`config.mk`:
```
export PLATFORM = sky130hd
export DESIGN_NAME = tap_ctrl
export DESIGN_NICKNAME = d
export VERILOG_FILES = /design/src/tap_pkg.sv /design/src/pin_sync.sv /design/src/tap_ctrl.sv
export VERILOG_INCLUDE_DIRS = /design/src
export SDC_FILE = /design/constraint.sdc
export NUM_CORES = 1
export LEC_CHECK = 0
export ABC_AREA = 1
export BUFFER_PORTS_ARGS = -buffer_cell sky130_fd_sc_hd__buf_2
export CORE_MARGIN = 3
export CORE_UTILIZATION = 59
export DETAILED_ROUTE_END_ITERATION = 7
export GPL_TIMING_DRIVEN = 1
export MAX_ROUTING_LAYER = met4
export PLACE_DENSITY = 0.78
export SYNTH_ARGS = -nofsm -noshare
export SYNTH_HDL_FRONTEND = slang
export SYNTH_SLANG_ARGS = --single-unit
```
`constraint.sdc`:
```
create_clock -name sys_clk -period 2 [get_ports sys_clk]
set_input_delay 0.4 -clock sys_clk [delete_from_list [all_inputs] [get_ports sys_clk]]
set_output_delay 0.4 -clock sys_clk [all_outputs]
set_load 0.05 [all_outputs]
```
`src/tap_regs.svh`:
```
// Constants for the boundary-scan test access port: codes, widths, reset values.
`ifndef TAP_REGS_SVH
`define TAP_REGS_SVH

`define IR_WIDTH         4
`define IR_EXTEST        4'h0
`define IR_INTEST        4'h1
`define IR_SAMPLE        4'h2
`define IR_ABORT         4'h8
`define IR_DP_ACCESS     4'hA
`define IR_AP_ACCESS     4'hB
`define IR_IDCODE        4'hE
`define IR_BYPASS        4'hF
`define IR_CAPTURE_VAL   4'h1
`define ID_WIDTH         32
`define ID_VALUE         32'h1234_5001
`define BSR_WIDTH        8
`define TLR_TMS_COUNT    3'h5

`endif

```
`src/tap_pkg.sv`:
```
// Types shared by the test access port design files.
package tap_pkg;

  // Controller states of the boundary-scan state machine.
  typedef enum logic [3:0] {
    ST_RESET, ST_IDLE, ST_SEL_DR, ST_CAP_DR, ST_SHIFT_DR, ST_EXIT1_DR, ST_PAUSE_DR,
    ST_EXIT2_DR, ST_UPD_DR, ST_SEL_IR, ST_CAP_IR, ST_SHIFT_IR, ST_EXIT1_IR,
    ST_PAUSE_IR, ST_EXIT2_IR, ST_UPD_IR
  } tap_state_t;

  // Data chain selected by the current instruction.
  typedef enum logic [1:0] {
    SEL_BYPASS, SEL_IDCODE, SEL_BSR, SEL_CORE
  } chain_sel_t;

  // Test pin bundle, raw or after synchronisation.
  typedef struct packed {
    logic tck;
    logic tms;
    logic tdi;
    logic trst_n;
  } jtag_pins_t;

  // Test data output pin as data plus enable.
  typedef struct packed {
    logic tdo;
    logic tdo_oe;
  } tdo_pin_t;

endpackage : tap_pkg

```
`src/pin_sync.sv`:
```
// Three-stage synchroniser with agreement filter for the test pins.
`timescale 1ns/10ps
module pin_sync (
  // Clock and reset.
  input  wire logic              sys_clk,
  input  wire logic              sys_rst,
  // Raw pins and the filtered result.
  input  wire tap_pkg::jtag_pins_t pins_in,
  output tap_pkg::jtag_pins_t    pins_out
);
  import tap_pkg::*;

  // ********************************************
  // State
  // ********************************************
  typedef struct packed {
    jtag_pins_t s1;   // First stage, read only by the second.
    jtag_pins_t s2;   // Second stage.
    jtag_pins_t s3;   // Third stage.
    jtag_pins_t out;  // Filtered value.
  } sync_state_t;

  sync_state_t st_reg;  // Registered state.
  sync_state_t st_next; // Next state.

  // Shift the stages; a bit changes only when stages two and three agree.
  always_comb begin
    st_next     = st_reg;
    st_next.s1  = pins_in;
    st_next.s2  = st_reg.s1;
    st_next.s3  = st_reg.s2;
    for (int i = 0; i < $bits(jtag_pins_t); i++) begin
      if (st_reg.s2[i] == st_reg.s3[i]) begin
        st_next.out[i] = st_reg.s2[i];
      end
    end
  end

  // Reset every stage to the idle pin levels: all lines rest at their pull-up level.
  // A high clock here matches the controller's edge detector, so no edge follows reset.
  always_ff @(posedge sys_clk) begin
    if (sys_rst) begin
      st_reg <= 16'hFFFF;
    end else begin
      st_reg <= st_next;
    end
  end

  assign pins_out = st_reg.out;

endmodule : pin_sync

```
`src/tap_ctrl.sv`:
```
// Test access port controller with instruction decode and output multiplexer.
//
// Summary of operation
// - Bits enter on data input, leave output.
// - State machine follows boundary-scan standard.
// - Four-bit instruction chain, standard plus debug codes.
// - Output mux picks core or own chain.
// - Own controller decodes all codes, drives select.
// - State moves only on reset, sampled mode.
// - Instruction chain plus data chains with updates.
// - State decides capture, shift, update, chain type.
// - Held instruction selects the accessed data chain.
// - External/internal test use bypass; boundary untouched.
// - Unimplemented codes behave exactly like bypass.
// - Test reset forces reset state, loads identity.
// - Five high mode cycles reach reset state.
// - Output idle when not shifting, falls change.
// - Sample on rise; stopped clock keeps state.
`timescale 1ns/10ps
`include "tap_regs.svh"
module tap_ctrl (
  // Clock and reset.
  input  wire logic               sys_clk,
  input  wire logic               sys_rst,
  // Test pins from the tester.
  input  wire logic               tck,
  input  wire logic               tms,
  input  wire logic               tdi,
  input  wire logic               trst_n,
  // Core debug controller serial output.
  input  wire logic               core_tdo,
  // Test data output pin.
  output tap_pkg::tdo_pin_t       tdo_pin,
  // Core debug select, boundary update and test mode outputs.
  output logic                    core_sel,
  output logic [`BSR_WIDTH-1:0]   bsr_update,
  output logic                    test_mode,
  // Boundary pins observed during capture.
  input  wire logic [`BSR_WIDTH-1:0] bsr_pins
);
  import tap_pkg::*;

  // ********************************************
  // Instruction decode
  // ********************************************
  // Map an instruction to its data chain; unknown codes fall to bypass.
  function automatic chain_sel_t decode_chain(input logic [`IR_WIDTH-1:0] ir);
    case (ir)
      `IR_IDCODE:                           decode_chain = SEL_IDCODE;
      `IR_SAMPLE:                           decode_chain = SEL_BSR;
      `IR_ABORT, `IR_DP_ACCESS, `IR_AP_ACCESS: decode_chain = SEL_CORE;
      `IR_EXTEST, `IR_INTEST:               decode_chain = SEL_BYPASS;
      default:                              decode_chain = SEL_BYPASS;
    endcase
  endfunction : decode_chain

  // Instructions that drive held boundary data onto the pins.
  function automatic logic is_test_instr(input logic [`IR_WIDTH-1:0] ir);
    is_test_instr = (ir == `IR_EXTEST) || (ir == `IR_INTEST);
  endfunction : is_test_instr

  // ********************************************
  // State
  // ********************************************
  typedef struct packed {
    tap_state_t              tap;       // Controller state.
    logic                    tck_d;     // Previous filtered test clock.
    logic [`IR_WIDTH-1:0]    ir_shift;  // Instruction shift chain.
    logic [`IR_WIDTH-1:0]    ir;        // Instruction update register.
    logic                    byp;       // Bypass bit.
    logic [`ID_WIDTH-1:0]    id_shift;  // Identity chain.
    logic [`BSR_WIDTH-1:0]   bsr_shift; // Boundary chain.
    logic [`BSR_WIDTH-1:0]   bsr_upd;   // Boundary update register.
    logic                    tdo;       // Output data, changes on falling edge.
    logic                    tdo_oe;    // Output enable.
    logic                    core_sel;  // Core debug select, driven out on core_sel.
    logic                    test_mode; // External or internal test active.
  } ctrl_state_t;

  ctrl_state_t st_reg;  // Registered state.
  ctrl_state_t st_next; // Next state.

  jtag_pins_t pins_raw;  // Raw pin bundle.
  jtag_pins_t pins;      // Synchronised pins.
  logic       core_tdo_q; // Core output, passed straight through with no register.

  assign pins_raw = '{tck: tck, tms: tms, tdi: tdi, trst_n: trst_n};

  // The tester clock is asynchronous, so every pin passes the filter.
  pin_sync u_sync (
    .sys_clk  (sys_clk),
    .sys_rst  (sys_rst),
    .pins_in  (pins_raw),
    .pins_out (pins)
  );

  // Core output comes from logic on the same clock; no sync needed.
  assign core_tdo_q = core_tdo;

  logic       tck_rise;   // Rising test clock edge.
  logic       tck_fall;   // Falling test clock edge.
  chain_sel_t sel;        // Chain chosen by held instruction.
  logic       serial_out; // Chain end bit.

  assign tck_rise = pins.tck & ~st_reg.tck_d;
  assign tck_fall = ~pins.tck & st_reg.tck_d;
  assign sel      = decode_chain(st_reg.ir);

  // Select the chain end that feeds the output.
  always_comb begin
    serial_out = st_reg.byp;
    if (st_reg.tap == ST_SHIFT_IR) begin
      serial_out = st_reg.ir_shift[0];
    end else begin
      case (sel)
        SEL_IDCODE: serial_out = st_reg.id_shift[0];
        SEL_BSR:    serial_out = st_reg.bsr_shift[0];
        SEL_CORE:   serial_out = core_tdo_q;
        default:    serial_out = st_reg.byp;
      endcase
    end
  end

  // ********************************************
  // Next state
  // ********************************************
  // State moves only on a filtered rising edge or test reset; output on falling.
  always_comb begin
    st_next       = st_reg;
    st_next.tck_d = pins.tck;
    if (!pins.trst_n) begin
      st_next.tap = ST_RESET;
      st_next.ir  = `IR_IDCODE;
      st_next.tdo_oe = 1'b0;
    end else if (tck_rise) begin
      // Chain actions in the current state, then state transition.
      case (st_reg.tap)
        ST_CAP_IR:   st_next.ir_shift = `IR_CAPTURE_VAL;
        ST_SHIFT_IR: st_next.ir_shift = {pins.tdi, st_reg.ir_shift[`IR_WIDTH-1:1]};
        ST_UPD_IR:   st_next.ir = st_reg.ir_shift;
        ST_CAP_DR: begin
          case (sel)
            SEL_IDCODE: st_next.id_shift = `ID_VALUE;
            SEL_BSR:    st_next.bsr_shift = bsr_pins;
            SEL_BYPASS: st_next.byp = 1'b0;
            default:    st_next.byp = st_reg.byp;
          endcase
        end
        ST_SHIFT_DR: begin
          case (sel)
            SEL_IDCODE: st_next.id_shift = {pins.tdi, st_reg.id_shift[`ID_WIDTH-1:1]};
            SEL_BSR:    st_next.bsr_shift = {pins.tdi, st_reg.bsr_shift[`BSR_WIDTH-1:1]};
            SEL_BYPASS: st_next.byp = pins.tdi;
            default:    st_next.byp = st_reg.byp;
          endcase
        end
        ST_UPD_DR: begin
          // Test instructions decode to bypass, so held data stays put.
          if (sel == SEL_BSR) begin
            st_next.bsr_upd = st_reg.bsr_shift;
          end
        end
        default: st_next.tap = st_reg.tap;
      endcase
      case (st_reg.tap)
        ST_RESET:    st_next.tap = pins.tms ? ST_RESET    : ST_IDLE;
        ST_IDLE:     st_next.tap = pins.tms ? ST_SEL_DR   : ST_IDLE;
        ST_SEL_DR:   st_next.tap = pins.tms ? ST_SEL_IR   : ST_CAP_DR;
        ST_CAP_DR:   st_next.tap = pins.tms ? ST_EXIT1_DR : ST_SHIFT_DR;
        ST_SHIFT_DR: st_next.tap = pins.tms ? ST_EXIT1_DR : ST_SHIFT_DR;
        ST_EXIT1_DR: st_next.tap = pins.tms ? ST_UPD_DR   : ST_PAUSE_DR;
        ST_PAUSE_DR: st_next.tap = pins.tms ? ST_EXIT2_DR : ST_PAUSE_DR;
        ST_EXIT2_DR: st_next.tap = pins.tms ? ST_UPD_DR   : ST_SHIFT_DR;
        ST_UPD_DR:   st_next.tap = pins.tms ? ST_SEL_DR   : ST_IDLE;
        ST_SEL_IR:   st_next.tap = pins.tms ? ST_RESET    : ST_CAP_IR;
        ST_CAP_IR:   st_next.tap = pins.tms ? ST_EXIT1_IR : ST_SHIFT_IR;
        ST_SHIFT_IR: st_next.tap = pins.tms ? ST_EXIT1_IR : ST_SHIFT_IR;
        ST_EXIT1_IR: st_next.tap = pins.tms ? ST_UPD_IR   : ST_PAUSE_IR;
        ST_PAUSE_IR: st_next.tap = pins.tms ? ST_EXIT2_IR : ST_PAUSE_IR;
        ST_EXIT2_IR: st_next.tap = pins.tms ? ST_UPD_IR   : ST_SHIFT_IR;
        ST_UPD_IR:   st_next.tap = pins.tms ? ST_SEL_DR   : ST_IDLE;
        default:     st_next.tap = ST_RESET;
      endcase
      if (st_next.tap == ST_RESET) begin
        st_next.ir = `IR_IDCODE;
      end
    end else if (tck_fall) begin
      // Drive only while shifting; otherwise release the pin.
      st_next.tdo_oe = (st_reg.tap == ST_SHIFT_DR) || (st_reg.tap == ST_SHIFT_IR);
      st_next.tdo    = serial_out;
    end
    st_next.core_sel  = (sel == SEL_CORE) && (st_next.tap != ST_SHIFT_IR);
    st_next.test_mode = is_test_instr(st_reg.ir);
  end

  // Registers; system reset forces the reset state and identity code.
  always_ff @(posedge sys_clk) begin
    if (sys_rst) begin
      st_reg     <= '0;
      st_reg.tap <= ST_RESET;
      st_reg.ir  <= `IR_IDCODE;
      // The filtered clock leaves reset high; a low here would fake a rising edge.
      st_reg.tck_d <= 1'h1;
    end else begin
      st_reg <= st_next;
    end
  end

  assign tdo_pin    = '{tdo: st_reg.tdo, tdo_oe: st_reg.tdo_oe};
  assign core_sel   = st_reg.core_sel;
  assign bsr_update = st_reg.bsr_upd;
  assign test_mode  = st_reg.test_mode;

  // ********************************************
  // Assertions
  // ********************************************
  logic [2:0] tms_hi_cnt; // Rising edges seen with mode select high.
  always_ff @(posedge sys_clk) begin
    if (sys_rst || !pins.trst_n || (tck_rise && !pins.tms)) begin
      tms_hi_cnt <= 3'h0;
    end else if (tck_rise && tms_hi_cnt != `TLR_TMS_COUNT) begin
      tms_hi_cnt <= tms_hi_cnt + 3'h1;
    end
  end
endmodule : tap_ctrl

```
**Word level (Yosys, flattened, before mapping)**

Index checks and enable logic that the tools add are counted.
W data, S select, Z words.

- Bits in registers: 82
- Bits of input ports: 15
- Output and inout bits: 12

- Bitwise gates (word level): 6
- Equality and inequality tests: 35
- Reduce and logical (&&, ||, !) cells: 23
- Multiplexer cells: 30

Operators by type and width:

| kind | number |
|---|---|
| $pmux W41 S2 | 1 |
| $mux W32 | 2 |
| $eq A4 B4 Y1 const B | 12 |
| $pmux W4 S12 | 1 |
| $mux W4 | 10 |
| $eq A4 B3 Y1 const B | 4 |
| $mux W8 | 2 |
| $reduce_and A5 Y1 | 3 |
| $eq A4 B2 Y1 const B | 3 |
| $logic_not A4 Y1 | 3 |
| $eq A4 B1 Y1 const B | 2 |
| $ne A2 B1 Y1 const B | 4 |
| $pmux W4 S2 | 1 |
| $mux W1 | 6 |
| $mux W2 | 3 |
| $mux W3 | 2 |
| $pmux W2 S3 | 1 |
| $reduce_and A3 Y1 | 2 |
| $reduce_bool A2 Y1 | 3 |
| $reduce_or A2 Y1 | 3 |
| $reduce_or A3 Y1 | 2 |
| $eq A1 B1 Y1 | 4 |
| $eq A2 B2 Y1 const B | 2 |
| $ne A2 B2 Y1 const B | 2 |
| other kinds (10) | 16 |

**Longest topological paths before layout**

Gate-level depths: netlist of run 1.

- Depth in word-level cells: 9
- Mapped depth: 15

**Hierarchy**

Synthesis of run 1 repeated with hierarchy kept, for this count alone.

- Cell total of the unflattened synthesis: 481
- Area, all modules: 3656.0 µm²

Modules (own cells, without submodules):

| module | times used | area each (µm²) | seq. area each (µm²) | cells an instance |
|---|---|---|---|---|
| tap_ctrl | 1 | 3109.2 | 1321.3 | 416 |
| pin_sync | 1 | 546.8 | 320.3 | 65 |

**Worst setup path before layout of run 1**

OpenSTA, ideal clock, no wires.

- Kind: reg2reg
- From: reg st_reg[62] (netlist name)
- To: reg st_reg[25] (netlist name)
- Data required time: 1.859 ns
- Slack: 0.468 ns
- Path buffers: 2
- Arrival: 1.391 ns
- Stages on the path, launching flop included: 11
- Setup time: 0.141 ns
- Cell sequence: dfxtp_1 -> buf_6 -> nor2_2 -> nand2_4 -> nand2_2 -> nand2_4 -> nor2_4 -> inv_2 -> buf_2 -> a21oi_1 -> a211oi_2

- Word-level cells in the longest chain between the ends: 3
- Elaborated cells on any way between the ends: 7
- Classes of those cells: eq/ne (4); mux (1); reduce/logical (2)

RTL lines:

| what | line | source |
|---|---|---|
| from (decl) | tap_ctrl.sv:80 | `ctrl_state_t st_reg;` |
| from (signal assigned) | tap_ctrl.sv:205 | `st_reg <= st_next;` |
| $eq A4 B2 Y1 / $eq A4 B3 Y1 (equally long branches) | tap_ctrl.sv:137 | `case (st_reg.tap)` |
| $ne A2 B1 Y1 (no source line) / $reduce_bool A2 Y1 (equally long branches) | -- |  |
| $reduce_and A5 Y1 (no source line) | -- |  |

Parallel ways exist; a longest one is shown, timed or not.
A chain may end at the register's enable or synchronous reset.

**Final worst setup path of run 1**

- From: reg st_reg[63] (netlist name)
- To: reg st_reg[22] (netlist name)

Same word-level chain as after synthesis.

==> results of run 1 <==
==> worst paths after layout <==
check / from / to / depth (start not counted)
max reg2reg: st_reg[63]$_SDFF_PP0_ / st_reg[22]$_SDFFE_PP0P_ / 9
min: tms / u_sync.st_next[10]$_SDFF_PP1_ / 2
min reg2reg: u_sync.st_next[10]$_SDFF_PP1_ / u_sync.st_next[6]$_SDFF_PP1_ / 1
max: st_reg[63]$_SDFF_PP0_ / st_reg[22]$_SDFFE_PP0P_ / 9
==> cell type report <==
cell class | instances | area share, %
repair buffers | 35 | 5.08
inverters | 48 | 4.63
well taps | 72 | 2.31
multi-input cells | 286 | 39.9
flip-flops and latches | 82 | 42.2
clock buffers | 12 | 3.98
clock inverters | 4 | 1.90
==> synthesized netlist by cell type (10+ instances only) <==
cell / instances
buf_4: 12
a21oi_1: 25
nand2_1: 67
dfxtp_1: 82
a211oi_1: 10
nand3_1: 16
a31oi_1: 15
o211a_1: 10
or2_2: 12
o21ai_0: 45
inv_1: 41
nor2_1: 45
==> cell families (layout without fill, tap and decap cells) <==
group / after synthesis / in the layout / share of synthesized area (%)
buf+inv: 79 / 99 / 10.3
flops: 82 / 82 / 46.1
simple gates: 170 / 170 / 23.0
compound gates: 116 / 116 / 20.6
==> placed cells by master (no fill, tap or decap), drive strengths merged <==
master	netlist	final
o221ai	1	1
nand4	2	2
nor3	7	7
o22ai	1	1
a211oi	17	17
or2	12	12
nand3	18	18
buf	24	35
dfxtp	82	82
nor4	1	1
clkbuf	7	12
bufinv	0	2
o211ai	1	1
nand2	76	76
clkinv	0	2
o211a	10	10
a31oi	15	15
a21oi	25	25
o21ai	46	46
inv	48	48
nor2	54	54
==> per-stage QoR <==
step	instances	power [W]	cell area, um^2
final	539	0.00304	3890
after detailed placement	523	0.00175	3660
after CTS	539	0.00307	3890
after global placement	523	0.00175	3660
after floorplan	447	0.00172	3560
after global routing	539	0.00316	3890
==> where the power goes <==
group          internal (W)  total (W)  switching (W)
Sequential          0.00164    0.00165     0.00000454
Clock              0.000772    0.00133       0.000558
Combinational     0.0000280  0.0000684      0.0000404
Total               0.00244    0.00304       0.000603
==> per-layer routing <==
metal  up-vias  track usage (%)  share of wire (%)
li1       1499                -                  -
met1      1361             27.4                 46
met2        55             35.4                 49
met3        14             5.43                4.1
met4         0             8.19                1.8
met5         -                -                  0
==> worst max-delay path, delay by kind of cell (launching register included) <==
kind | cells | cell delay [ns]
flops | 1 | 0.50
compound gates | 2 | 0.28
buf+inv | 2 | 0.39
simple gates | 5 | 0.47
==> repair_timing <==
item / CTS / global route
endpoints found under the setup margin: 0 / 5
buffers inserted: 0 / 0
resized for setup: 0 / 1
==> run summary, run 1 <==
==================================================================================================
Largest fanout of any net on the critical path                                                  33
Library cell contributing the largest single delay on the critical path                    dfxtp_1
Synth cell types                                                                                32
Critical path endpoint category                                                          flip-flop
Crit path time final                                                                       1.75 ns
Die Y-Extent                                                                               83.7 um
Share of synthesized registers carrying an async set or reset                                   0%
Clock tree buffer depth                                                                          2
Clk Tree Root Cell                                                                        clkbuf_8
Clock transition time at the flip-flop clock pins of the worst setup and hold paths        0.08 ns
Top flip-flop cell by instance count after synthesis                                       dfxtp_1
Routed length per instance                                                                 13.1 um
Number of slew-limit violations in the final report                                              0
Number of search-and-repair iterations in the first detailed-routing pass                        5
Syn nets                                                                                       462
Clock latency at the later pin of the worst-skew pair                                      0.35 ns
CTS tree                                                                                     built
Number of flip-flops in the largest register                                                    54
Count of antenna diodes in the layout                                                            0
Worst-case vdd ir drop                                                                  0.000444 V
Share of the synthesized area in the top cell type                                           46.1%
Final Util                                                                                   68.6%
Highest cell delay on the worst timing path                                                0.50 ns
Num CTS Buffers                                                                                  9
Iteration-0 DRC Markers                                                                        130
Layout-stage area growth over the synthesis result                                           9.34%
Total of hold buffers inserted after clock tree synthesis                                        0
Post-detailed-route count of antenna-violating nets                                              0
Remaining routing DRC violations                                                                 0
# setup viols final                                                                              0
Storage element area                                                                     1640 um^2
Net count of the finished layout                                                               477
Layout fillers                                                                                 465
Cells taking the most area after synthesis                                            dfxtp_1, nand2_1, o21ai_0
Die ar.                                                                                  7010 um^2
Global-route wire length before repair                                                    12500 um
Mean instance size in the synthesized netlist                                            7.97 um^2
Critical path start-end classification                                                     reg2reg
Area of the core                                                                         5680 um^2
Worst slack, placed                                                                       0.175 ns
Count of clock tree sinks                                                                       82
Number of placed I/O pins                                                                       27
RSZ-0062 raised after global routing                                                         false
Library cell appearing most often on the critical path                                     nand2_2
Multi-input gate area in the final layout                                                1560 um^2
Critical path cell sequence                                                           nand2_2 -> inv_1 -> nand2_1 -> nand2_2 -> nand2_4 -> nor2_4 -> buf_4 -> o21ai_0 -> o211a_1
Vias in the first global route                                                                2785
Clock skew                                                                              0.00784 ns
Hold Vio Cnt, Final                                                                              0
Standard-cell row count                                                                         27
Arrival time at the worst endpoint                                                         1.99 ns
Die Span X                                                                                 83.7 um
Share of the cycle needed by the critical path after routing                                 87.7%
Initial Utilization                                                                          62.8%
Overall fraction of global-route tracks in use                                               22.2%
GP Congestion                                                                                0.889
Sequential-to-total area share from yosys stat                                               46.1%
I/O Buffers                                                                                     26
EDFF count, synth                                                                                0
Transition time at the pin with the least slew margin                                     0.557 ns
Post-synthesis instance area                                                             3560 um^2
Total power per unit cell area                                                         782 nW/um^2
Average via count per standard cell                                                           5.43
Post-route worst setup slack                                                              0.246 ns
Headroom to the max-slew limit                                                               62.8%
Type of the worst min-delay path                                                            in2reg
Worst hold-check slack                                                                    0.231 ns
Share of post-route cells with drive strength above 1                                        21.0%
Yosys warnings                                                                                   0
Most area-hungry cell type in the Yosys netlist                                            dfxtp_1
Sum Neg Setup Slack                                                                           0 ns
Cells after Synth                                                                              447
Post-detailed-placement half-perimeter wirelength                                          4960 um
Critical path data required time                                                           2.24 ns
Overall overflow remaining after global route                                                    0
CTS H-tree depth                                                                                 3
Status                                                                                complete, no violations
Initial antenna violation count                                                                  0
Maximum number of pins on one net before global-route repair                                    34
Count of maximum capacitance violations                                                          0
Detailed-route wire length                                                                 7060 um
Element type at the critical path start                                                  flip-flop
Detailed-route via count                                                                      2929
Reg2Reg Setup Slack                                                                        0.25 ns
Register bit count reported by yosys                                                            82
Leakage power                                                                              1.82 nW
Maximum clock frequency                                                                    570 MHz
==================================================================================================
Power figures use the tool's default switching activity.
==> run 2: changes to the inputs <==
Settings changed: CAP_MARGIN set to 15, CELL_PAD_IN_SITES_DETAIL_PLACEMENT set to 1, CELL_PAD_IN_SITES_GLOBAL_PLACEMENT set to 2, CORE_UTILIZATION 59 to 35, PLACE_DENSITY 0.78 to unset, PLACE_DENSITY_LB_ADDON set to 0.1.
==> run 2 against run 1 <==
Utilization is 28 points lower. Largest cell class unchanged. Non-clock buffer count is 1 higher. Power is 5.4% lower. Register-to-register slack worse by 0.05 ns. Worst hold slack better by 0.0074 ns.
==> run summary, run 2 (synthesized netlist as in run 1, its figures left out) <==
==================================================================================================
Initial Utilization                                                                          36.3%
Share of the cycle needed by the critical path after routing                                 90.1%
Maximum clock frequency                                                                    555 MHz
Arrival time at the worst endpoint                                                         2.04 ns
Die Y-Extent                                                                                107 um
Commonest cells after routing, fill and taps aside                                    dfxtp_1, nand2_1, nor2_1, o21ai_0, inv_1
Average via count per standard cell                                                           4.86
Hold Vio Cnt, Final                                                                              0
Cell family with the largest share of critical-path delay                               flip-flops
Area of the core                                                                         9820 um^2
Critical path endpoint category                                                          flip-flop
Detailed-route wire length                                                                 8300 um
Number of placed I/O pins                                                                       27
CTS tree                                                                                     built
Overall overflow remaining after global route                                                    0
Die ar.                                                                                 11400 um^2
Leakage power                                                                              1.80 nW
Number of flip-flops in the largest register                                                    54
Power dissipated by switching net loads                                                 0.000611 W
Number of slew-limit violations in the final report                                              0
Overall Power                                                                            0.00288 W
Layout-stage area growth over the synthesis result                                           10.8%
GP Congestion                                                                                0.782
Count of maximum capacitance violations                                                          0
Global-route wire length before repair                                                    14200 um
Number of search-and-repair iterations in the first detailed-routing pass                        4
Power share of the combinational group                                                        2.5%
Iteration-0 DRC Markers                                                                        112
Critical path data required time                                                           2.24 ns
Count of clock tree sinks                                                                       82
Initial antenna violation count                                                                  0
Remaining routing DRC violations                                                                 0
Net count of the finished layout                                                               478
Most common cell after layout, fill and taps aside                                         dfxtp_1
Fraction of power spent switching nets                                                       21.2%
Library cell contributing the largest single delay on the critical path                    dfxtp_1
Sum Neg Setup Slack                                                                           0 ns
Crit path time final                                                                       1.80 ns
Type of the worst min-delay path                                                            in2reg
Critical path cell sequence                                                           nand2_2 -> inv_1 -> nand2_1 -> nand2_2 -> nand2_4 -> nor2_4 -> buf_4 -> o21ai_0 -> o211a_1
Element type at the critical path start                                                  flip-flop
Headroom to the max-slew limit                                                               61.6%
# setup viols final                                                                              0
RSZ-0062 raised after global routing                                                         false
Maximum number of pins on one net before global-route repair                                    41
Count of antenna diodes in the layout                                                            0
Clk Tree Root Cell                                                                        clkbuf_8
I/O Buffers                                                                                     26
Clock transition time at the flip-flop clock pins of the worst setup and hold paths        0.08 ns
Transition time at the pin with the least slew margin                                     0.576 ns
Clock tree buffer depth                                                                          2
Clock latency at the later pin of the worst-skew pair                                      0.34 ns
Number of setup buffers added after CTS                                                          0
Vias in the first global route                                                                2900
Critical path start-end classification                                                     reg2reg
Die Span X                                                                                  107 um
Post-detailed-placement half-perimeter wirelength                                          5590 um
Routed length per instance                                                                 13.9 um
Library cell appearing most often on the critical path                                     nand2_2
Overall fraction of global-route tracks in use                                               16.0%
Buffers & Inverters on Critical Path                                                             2
Gates resized, CTS repair                                                                        0
Part of the total power dissipated in sequential elements                                    57.1%
Status                                                                                complete, no violations
Relative contribution of the clock network to total power                                    40.4%
Standard-cell row count                                                                         36
Worst-case vdd ir drop                                                                  0.000441 V
Post-detailed-route count of antenna-violating nets                                              0
Total power per unit cell area                                                         730 nW/um^2
Clock skew                                                                              0.00584 ns
Cell internal pwr                                                                        0.00227 W
Num CTS Buffers                                                                                  9
Largest fanout of any net on the critical path                                                  33
Highest cell delay on the worst timing path                                                0.51 ns
CTS H-tree depth                                                                                 3
Detailed-route via count                                                                      2911
Total of hold buffers inserted after clock tree synthesis                                        0
Share of post-route cells with drive strength above 1                                        20.6%
==================================================================================================
[run 2: final cells by class]
type / count / area (um^2)
clock buffers: 12 / 145
clock inverters: 2 / 38.8
fillers: 1233 / 5870
inverters: 48 / 180
multi-input cells: 286 / 1560
flip-flops and latches: 82 / 1640
well taps: 133 / 166
repair buffers: 36 / 218
[run 2: metrics by stage]
stage	utilization [%]	setup WS [ns]	std cells	area (um^2)	hold WS, ns
floorplan	-	0.468	447	3560	0.389
global placement	38.3	0.0449	585	3760	0.391
detailed placement	38.3	0.0711	585	3760	0.395
CTS	40.2	0.0570	599	3950	0.215
global route	40.2	0.0171	599	3950	0.222
finish	40.2	0.197	599	3950	0.238
[run 2: power groups by stage]
stage / Sequential, W / Combinational, W / Clock (W)
finish: 0.00165 / 0.0000714 / 0.00116
detailed placement: 0.00168 / 0.0000728 / 0
floorplan: 0.00168 / 0.0000419 / 0
global placement: 0.00168 / 0.0000721 / 0
CTS: 0.00165 / 0.0000731 / 0.00121
global route: 0.00165 / 0.0000812 / 0.00128
[run 2: metal layers]
| layer | GRT usage (%) | part of all wire, % |
|---|---|---|
| met5 | - | 0 |
| met4 | 5.02 | 1.3 |
| met3 | 3.61 | 2.7 |
| met2 | 22.8 | 42 |
| met1 | 22.8 | 54 |
[run 2: worst paths after layout]
kind                                      from                           end  slack [ns]  cells after the start
hold / removal                             tdi  u_sync.st_next[9]$_SDFF_PP1_        0.24                      2
setup / recovery         st_reg[63]$_SDFF_PP0_       st_reg[30]$_SDFFE_PP0P_        0.20                      9
setup reg to reg         st_reg[63]$_SDFF_PP0_       st_reg[30]$_SDFFE_PP0P_        0.20                      9
hold reg to reg   u_sync.st_next[9]$_SDFF_PP1_  u_sync.st_next[5]$_SDFF_PP1_        0.41                      1
[run 2: worst reg2reg max path: cells and delay by family (launching register included)]
| kind | cells | cell delay [ns] |
|---|---|---|
| flip-flops | 1 | 0.51 |
| AO/OA/AOI/OAI | 2 | 0.30 |
| AND/OR/NAND/NOR | 5 | 0.48 |
| buffers and inverters | 2 | 0.41 |
